File: src/pkg/wdg_pkg.sv
// shared constants and state layout of the reload-guarded watchdog
package wdg_pkg;
    // special function register addresses
    localparam logic [7:0] WDG_ADDR_POWER_CONTROL = 8'h87;
    localparam logic [7:0] WDG_ADDR_COUNT = 8'hff;
    // power control field positions
    localparam int WDG_IDLE_BIT = 0;
    localparam int WDG_PD_BIT = 1;
    localparam int WDG_RLE_BIT = 4;
    // reset values and counter maximum
    localparam logic [7:0] WDG_POWER_CONTROL_RESET = 8'h00;
    localparam logic [7:0] WDG_COUNT_RESET = 8'h00;
    localparam logic [7:0] WDG_COUNT_MAX = 8'hff;
    // timing: oscillator periods per machine cycle, prescaler width
    localparam int WDG_MC_DIV = 12;
    localparam int WDG_PRESC_WIDTH = 11;
    // outgoing reset pulse length in machine cycles and in clocks
    localparam int WDG_RST_MC = 3;
    localparam int WDG_RST_PULSE_CLKS = WDG_RST_MC * WDG_MC_DIV;
    localparam int WDG_RST_CNT_W = 6;
    localparam logic [WDG_RST_CNT_W-1:0] WDG_RST_LOAD =
        WDG_RST_CNT_W'(WDG_RST_PULSE_CLKS);
    // whole register state of the watchdog top
    typedef struct packed {
        logic [7:0] power_control; // power control bits
        logic [7:0] count;                 // watchdog counter
        logic [WDG_RST_CNT_W-1:0] rst_cnt; // reset pulse clocks left
        logic [7:0] rdata;                 // registered read data
        logic en_meta; // enable pin, first stage
        logic en_sync; // enable pin, synchronised
    } wdg_state_s;
endpackage : wdg_pkg

File: src/pkg/wdg_tick_if.sv
// carrier between the watchdog control and its prescaler
`timescale 1ns/1ps
`default_nettype none
interface wdg_tick_if;
    logic clear; // hold prescaler at zero
    logic tick;  // one-cycle terminal pulse of the prescaler
    modport ctrl (output clear, input tick);
    modport presc (input clear, output tick);
endinterface : wdg_tick_if
`default_nettype wire

File: src/wdg_prescaler.sv
// machine-cycle divider plus prescaler that paces the watchdog counter
`timescale 1ns/1ps
`default_nettype none
module wdg_prescaler
    import wdg_pkg::*;
#(
    parameter int PRESC_WIDTH = WDG_PRESC_WIDTH
) (
    input wire logic clk_in,
    input wire logic srst_in,
    wdg_tick_if.presc tick_if
);
    // divider and prescaler state
    typedef struct packed {
        logic [3:0] mc;                // oscillator periods in machine cycle
        logic [PRESC_WIDTH-1:0] pre;   // prescaler count
    } wdg_presc_s;

    localparam logic [3:0] MC_LAST = 4'(WDG_MC_DIV - 1);

    wdg_presc_s st;
    wdg_presc_s next_st;
    logic mc_end;

    // machine cycle ends every twelfth clock
    assign mc_end = (st.mc == MC_LAST);
    // terminal output: last clock of the last prescaler state
    assign tick_if.tick = mc_end && (&st.pre) && !tick_if.clear;

    // next state: divide by twelve, then by the prescaler
    always_comb begin
        next_st = st;
        if (tick_if.clear) begin
            next_st = '0;
        end else if (mc_end) begin
            next_st.mc = 4'h0;
            next_st.pre = st.pre + PRESC_WIDTH'(1);
        end else begin
            next_st.mc = st.mc + 4'h1;
        end
    end

    // single state register
    always_ff @(posedge clk_in) begin
        if (srst_in) begin
            st <= '0;
        end else begin
            st <= next_st;
        end
    end

    // helper: clocks since the last tick or clear
    int gap;
    always_ff @(posedge clk_in) begin
        if (srst_in || tick_if.clear || tick_if.tick) begin
            gap <= 0;
        end else begin
            gap <= gap + 1;
        end
    end

    localparam int PERIOD = WDG_MC_DIV * (2 ** PRESC_WIDTH);
endmodule : wdg_prescaler
`default_nettype wire

File: src/wdg_top.sv
// watchdog timer with two-stage reload and power-down lockout
//
// Functional notes
// - eight-bit counter advanced by eleven-bit prescaler
// - prescaler fed at oscillator divided by twelve
// - counter overflow fires internal chip reset
// - overflow drives reset pin three machine cycles
// - low enable pin: watchdog runs, unstoppable
// - high enable pin: no watchdog reset
// - accepted counter write clears reload enable
// - counter write ignored while reload enable clear
// - up-counter: zero longest, all-ones shortest
// - keeps counting during idle mode
// - power-down bit held zero while enabled
`timescale 1ns/1ps
`default_nettype none
module wdg_top
    import wdg_pkg::*;
#(
    parameter int PRESC_WIDTH = WDG_PRESC_WIDTH // shorten in simulation
) (
    input wire logic clk_in,                    // oscillator clock
    input wire logic srst_in,                   // chip reset, sync high
    input wire logic watchdog_enable_n_pin_in,  // enable pin, active low
    input wire logic [7:0] sfr_addr_in,         // sfr address
    input wire logic sfr_wr_in,                 // sfr write strobe
    input wire logic [7:0] sfr_wdata_in,        // sfr write data
    input wire logic sfr_rd_in,                 // sfr read strobe
    output logic [7:0] sfr_rdata_out,           // read data, next cycle
    output logic idle_out,                      // idle mode request
    output logic power_down_out,                // power-down request
    output logic internal_reset_out,            // chip reset request
    output logic rst_pin_out,                   // reset pin drive value
    output logic rst_pin_oe_out                 // reset pin drive enable
);
    wdg_state_s st;
    wdg_state_s next_st;
    wdg_tick_if tick_if ();

    logic enabled;     // watchdog active
    logic pulse_on;    // reset pulse in progress
    logic wr_pwr;      // power control write
    logic wr_count;    // counter write attempt
    logic wr_accept;   // counter write allowed
    logic overflow;    // counter wraps on this tick

    // read multiplexer; unmapped addresses read zero
    function automatic logic [7:0] sfr_read(input logic [7:0] addr,
                                            input logic [7:0] pwr,
                                            input logic [7:0] count);
        logic [7:0] r;
        r = 8'h00;
        if (addr == WDG_ADDR_POWER_CONTROL) begin
            r = pwr;
        end else if (addr == WDG_ADDR_COUNT) begin
            r = count;
        end
        return r;
    endfunction : sfr_read

    // only the synchronised level of the pin is looked at
    assign enabled = !st.en_sync;
    assign pulse_on = (st.rst_cnt != '0);
    assign wr_pwr = sfr_wr_in && (sfr_addr_in == WDG_ADDR_POWER_CONTROL);
    assign wr_count = sfr_wr_in && (sfr_addr_in == WDG_ADDR_COUNT);
    // two-stage reload guards against runaway code
    assign wr_accept = wr_count && st.power_control[WDG_RLE_BIT];
    // a reload in the same cycle as the last tick rescues the chip
    assign overflow = enabled && tick_if.tick && !wr_accept &&
                      (st.count == WDG_COUNT_MAX) && !pulse_on;

    // prescaler is held cleared when off and while the chip resets
    assign tick_if.clear = !enabled || pulse_on;

    wdg_prescaler #(
        .PRESC_WIDTH(PRESC_WIDTH)
    ) u_presc (
        .clk_in(clk_in),
        .srst_in(srst_in),
        .tick_if(tick_if)
    );

    // next state of all registers
    always_comb begin
        next_st = st;
        // two-flop synchroniser on the enable pin
        next_st.en_meta = watchdog_enable_n_pin_in;
        next_st.en_sync = st.en_meta;
        // read data is registered; zero when not read
        next_st.rdata = sfr_rd_in ?
            sfr_read(sfr_addr_in, st.power_control, st.count) : 8'h00;
        if (pulse_on) begin
            // watchdog reset acts like a chip reset on this block
            next_st.rst_cnt = st.rst_cnt - WDG_RST_CNT_W'(1);
            next_st.power_control = WDG_POWER_CONTROL_RESET;
            next_st.count = WDG_COUNT_RESET;
        end else if (overflow) begin
            next_st.rst_cnt = WDG_RST_LOAD;
        end else begin
            // power control write; power-down locked out when enabled
            if (wr_pwr) begin
                next_st.power_control = sfr_wdata_in;
                if (enabled) begin
                    next_st.power_control[WDG_PD_BIT] = 1'b0;
                end
            end
            // accepted reload, else count up on the prescaler tick
            if (wr_accept) begin
                next_st.count = sfr_wdata_in;
                next_st.power_control[WDG_RLE_BIT] = 1'b0;
            end else if (enabled && tick_if.tick) begin
                // idle bit is not looked at: idle keeps counting
                next_st.count = st.count + 8'h01;
            end
        end
        // pin may go low after power-down was set: drop it
        if (enabled) begin
            next_st.power_control[WDG_PD_BIT] = 1'b0;
        end
    end

    // single state register
    always_ff @(posedge clk_in) begin
        if (srst_in) begin
            st.power_control <= WDG_POWER_CONTROL_RESET;
            st.count <= WDG_COUNT_RESET;
            st.rst_cnt <= '0;
            st.rdata <= 8'h00;
            // pin reads as disabled until synchronised
            st.en_meta <= 1'b1;
            st.en_sync <= 1'b1;
        end else begin
            st <= next_st;
        end
    end

    // outputs all come from registers
    assign sfr_rdata_out = st.rdata;
    assign idle_out = st.power_control[WDG_IDLE_BIT];
    assign power_down_out = st.power_control[WDG_PD_BIT];
    assign internal_reset_out = pulse_on;
    // reset pin is active high; a capacitor on it may swallow the pulse
    assign rst_pin_out = pulse_on;
    assign rst_pin_oe_out = pulse_on;

    // helper: length of the current reset pin pulse
    int oe_len;
    always_ff @(posedge clk_in) begin
        if (srst_in || !rst_pin_oe_out) begin
            oe_len <= 0;
        end else begin
            oe_len <= oe_len + 1;
        end
    end
endmodule : wdg_top
`default_nettype wire

File: config.mk
export PLATFORM = sky130hd
export DESIGN_NAME = wdg_top
export DESIGN_NICKNAME = d
export VERILOG_FILES = /design/src/pkg/wdg_pkg.sv /design/src/pkg/wdg_tick_if.sv /design/src/wdg_prescaler.sv /design/src/wdg_top.sv
export SDC_FILE = /design/constraint.sdc
export NUM_CORES = 1
export LEC_CHECK = 0
export ABC_CLOCK_PERIOD_IN_PS = 7170
export BUFFER_PORTS_ARGS = -buffer_cell sky130_fd_sc_hd__buf_2
export CORE_ASPECT_RATIO = 1.5
export CORE_UTILIZATION = 55
export CTS_CLUSTER_DIAMETER = 40
export CTS_CLUSTER_SIZE = 12
export DETAILED_ROUTE_END_ITERATION = 10
export PLACE_DENSITY = 0.87
export SLEW_MARGIN = 25
export SYNTH_ARGS = -nofsm -noshare
export SYNTH_HDL_FRONTEND = slang
export SYNTH_HIERARCHICAL = 1
export SYNTH_SLANG_ARGS = --single-unit
File: constraint.sdc
create_clock -name clk_in -period 7.17 [get_ports clk_in]
set_input_delay 0.3585 -clock clk_in [delete_from_list [all_inputs] [get_ports clk_in]]
set_output_delay 0.3585 -clock clk_in [all_outputs]
set_load 0.03 [all_outputs]
# [Word-level counts from Yosys, hierarchy flattened]
# Index checks and enable logic that the tools add are counted.
# Widths: inputs -> output; s select.
[totals] latchBits=0 regBits=47 ram_bits=0 out_inout_bits=13 elab_cells=57 mem_count=0 mem_bits_ro=0
[classes] n_bitwise=3 shift=0 div_mod_pow=0 mul=0 n_reduce_logical=27 n_lt_le_gt_ge=0 add_sub_neg=4 n_eq_ne=4 n_mux=9
[op_table] cell="$mux 8" count=5
[op_table] cell="$eq 8x8->1 const B" count=3
[op_table] cell="$mux 6" count=2
[op_table] cell="$add 11x1->11 const B" count=1
[op_table] cell="$reduce_and 11->1" count=1
[op_table] cell="$logic_and 1x1->1" count=9
[op_table] cell="$add 8x1->8 const B" count=1
[op_table] cell="$reduce_and 2->1" count=3
[op_table] cell="$reduce_bool 2->1" count=3
[op_table] cell="$reduce_bool 6->1" count=1
[op_table] cell="$reduce_or 2->1" count=3
[op_table] cell="$reduce_or 3->1" count=2
[op_table] cell="$sub 6x1->6 const B" count=1
[op_table] cell="$add 4x1->4 const B" count=1
[op_table] cell="$eq 4x4->1 const B" count=1
[op_table] cell="$logic_not 1->1" count=4
[op_table] cell="$not 1->1" count=3
[op_table] cell="$mux 1" count=2
[op_table] cell="$logic_or 1x1->1" count=1

# [Depth between registers and ports, before layout]
[logic_depth] depth_word=10 ltp_mapped=12

# [Hierarchy]
# The synthesis kept the hierarchy.
[modules_own_cells] mod="wdg_top" cells_per_inst=182 instances=1 area_per_inst_um2=1541.5
[modules_own_cells] mod="wdg_prescaler" cells_per_inst=75 instances=1 area_per_inst_um2=690.7

# [Worst setup path before layout]
# Ideal clock, no wire load.
[synth_timing] path_kind="reg-to-reg" startpoint="register st[12] (netlist name)" endpoint="register st (netlist bit idle_out)" required_time_ps=7042 setup_time_ps=128 setup_slack_ps=4411 arrival_time_ps=2631 stages_incl_launch_ff=12 n_path_buf=2 synth_period_minus_slack_ps=2759 path_cell_list="dfxtp_1 > or3_1 > buf_6 > or3_1 > nand2b_1 > nor4_1 > nand2b_1 > nor4b_1 > a21oi_1 > clkbuf_1 > nand3_1 > o21ai_1"
[synth_lines] item="to (signal assigned)" line_no="wdg_top.sv:133" text="st <= next_st;"
[synth_lines] item="to (decl)" line_no="wdg_top.sv:36" text="wdg_state_s st;"

==> out/metrics.cfg <==
[floorplan]
row_count = 28
die_y_um = 80.0
fp.coreArea_mm2 = 0.00392
dieArea_mm2 = 0.00432
start_util_pct = 56.9
die_w_um = 54.0
io_pins = 34

[global_routing]
antenna_found_initial = 0
grt_usage_pct = 23.7
grt_start_max_net_pins = 19
grt_pass1_wl_um = 7450
grt_pass1_vias = 1738
grt_overflow = 0

[routing]
drt_iter0_drc = 60
drt_first_pass_iters = 4
wl_per_cell_um = 13.9
dr_total_vias = 1923
detail-route-antenna-nets = 0
viasPerCell = 5.95
drt_wl_total_um = 4490
drc = 0

[sta]
slew_headroom_pct = 33.7
fin_worst_skew_ns = 0.00804
setup_violations = 0
hold_viol = 0
worstMarginPinSlew_ns = 0.989
fmax_ghz = 0.319
period_share_pct = 43.7
rsz0062_at_grt = false
min_period_ns = 3.13
tns_ns = 0
final-max-slew-violation-count = 0

[clock_tree]
post-cts-setup-buffers = 0
htree_levels = 2
clock_sinks = 47
cts_buffers = 5
cts_resized = 0
ctsHoldBuffers = 0
cts_tree = yes
cts_buffer_depth = 2
clk_pin_slew_ns = 0.08
cts_root_buf = clkbuf_8
clk_latency_ns = 0.30

[cells_and_area]
layout-drive-gt1-share_pct = 18.7
diodes = 0
layout_common_cells = dfxtp_1, buf_2, nor2_1
utilization_pct = 61.5
fin_cells = 323
layout-area-overhead-vs-synth_pct = 8.07
final_nets = 304
nFillCells = 367
final_common_cell = dfxtp_1

[yosys]
yosys_warnings = 6
synth_compound_area_share_pct = 15.6
synthesis.nets = 283
yosysUniqueCellTypes = 49
synthAdderAreaFrac_pct = 2.80
synth_edf_count = 0
synth_cells = 257
mappedNetlistArea_mm2 = 0.00223
synthArstFlopShare_pct = 0
yosys.area_share.simple_pct = 27.4
synth_flop_cell = dfxtp_1
synth.area.mux_share_pct = 2.24
synth_area_per_cell_um2 = 8.69
synth_top_family_by_area = simple AND/OR/NAND/NOR gates
synth-seq-area-share_pct = 42.2
synth_xor_area_share_pct = 3.53
ys_ff_latch = 47

[critical_path]
timing.rr.end = st[29]
ff2ff_setup_slack_ns = 4.04
path_class = flip-flop to flip-flop
rr_worst_depth = 9
end_kind = flip-flop
cp.required_ns = 7.33
startpoint_type = flip-flop
critPathMaxFanout = 11
regToRegStartpoint = st[12]
arrival_ns = 3.30

[pwr]
leakagePower_nw = 0.861
ir_worst_vdd_v = 0.000287
p_per_area_mw_per_mm2 = 265

[hold_path]
holdPathEnd = next_st[0]
min_path_type = primary input to flip-flop
holdPathStages = 2
min_from = watchdog_enable_n_pin_in

[placement]
finalWeightedCongestion = 0.943
dp_cells = 316
hpwlAfterDp_um = 3280
io_buffers = 33

[flow_run]
maxCapViolations = 0

[run_status]
status = complete, no violations

==> logic make-up (layout without fill, tap and decap cells) <==
logic type               Yosys count  after routing
adder cells (fa/ha/maj)            5              5
XOR/XNOR                           9              9
AO/OA/AOI/OAI                     57             57
AND/OR/NAND/NOR                  112            112
buffers and inverters             22             43
multiplexers                       5              5
flip-flops                        47             47
==> layout make-up <==
class,instances,area [um2],share of cell area (%)
clock buffers,6,82.6,3.42
flip-flops and latches,47,941,39.0
inverters,3,11.3,0.467
well taps,45,56.3,2.33
multi-input cells,188,1150,47.7
repair buffers,33,165,6.85
clock inverters,1,5.00,0.207
==> cells in the mapped netlist, types with 6 or more instances <==
| cell type | count | area, um2 |
|---|---|---|
| nand4_1 | 6 | 37.5 |
| a22oi_1 | 8 | 60.1 |
| nand3_1 | 15 | 75.1 |
| o21ai_0 | 6 | 30.0 |
| o21ai_1 | 8 | 40.0 |
| or3_1 | 8 | 50.1 |
| a21oi_1 | 20 | 100 |
| nand2_1 | 21 | 78.8 |
| buf_4 | 11 | 82.6 |
| dfxtp_1 | 47 | 941 |
| nor2_1 | 25 | 93.8 |
==> report_power, final <==
| part | total, W | switching (W) | internal, W |
|---|---|---|---|
| Clock | 0.000161 | 0.0000852 | 0.0000757 |
| Combinational | 0.000187 | 0.000123 | 0.0000634 |
| Sequential | 0.000291 | 0.0000143 | 0.000277 |
==> worst max-delay path by stage <==
stage | end | from | slack (ns) | depth (start not counted)
CTS | st[29] | st[12] | 4.03 | 9
floorplan | idle_out | st[12] | 4.41 | 11
detailed placement | st[29] | st[12] | 4.05 | 9
global placement | st[30] | st[12] | 4.14 | 9
finish | st[29] | st[12] | 4.04 | 9
global route | st[29] | st[12] | 3.68 | 9
==> flip-flops by register name, summed over array words and instances, names as in the netlist <==
register and flops:
idle_out 1, next_st 1, power_down_out 1, sfr_rdata_out 8
st 21, u_presc/st 15
==> through the flow <==
stage          setup WS, ns  power, W  cell area, um2  hold WS [ns]
6_report               4.04  0.000639            2410         0.238
5_1_grt                3.68  0.000675            2410         0.240
4_1_cts                4.03  0.000641            2410         0.236
3_5_place_dp           4.05  0.000484            2320         0.399
3_3_place_gp           4.14  0.000480            2320         0.395
2_1_floorplan          4.41  0.000462            2230         0.389
==> metal layers <==
layer | global-route usage [%] | routed length [um] | vias to the layer above
met5 | 0 | 0 | -
li1 | - | - | 963
met4 | 11.3 | 89 | 0
met2 | 40.5 | 2300 | 49
met3 | 5.52 | 160 | 7
met1 | 26.5 | 1930 | 904
==> worst max-delay path, cell delays in order, from the launching register on <==
cell	delay, ns
dfxtp_1	0.34
or3_1	0.53
or3_1	0.43
nand2b_1	0.15
nor4_1	0.22
nand2b_1	0.20
nor4b_1	0.50
a21oi_1	0.37
nand3_1	0.17
o21ai_1	0.08
Power figures use the tool's default switching activity.
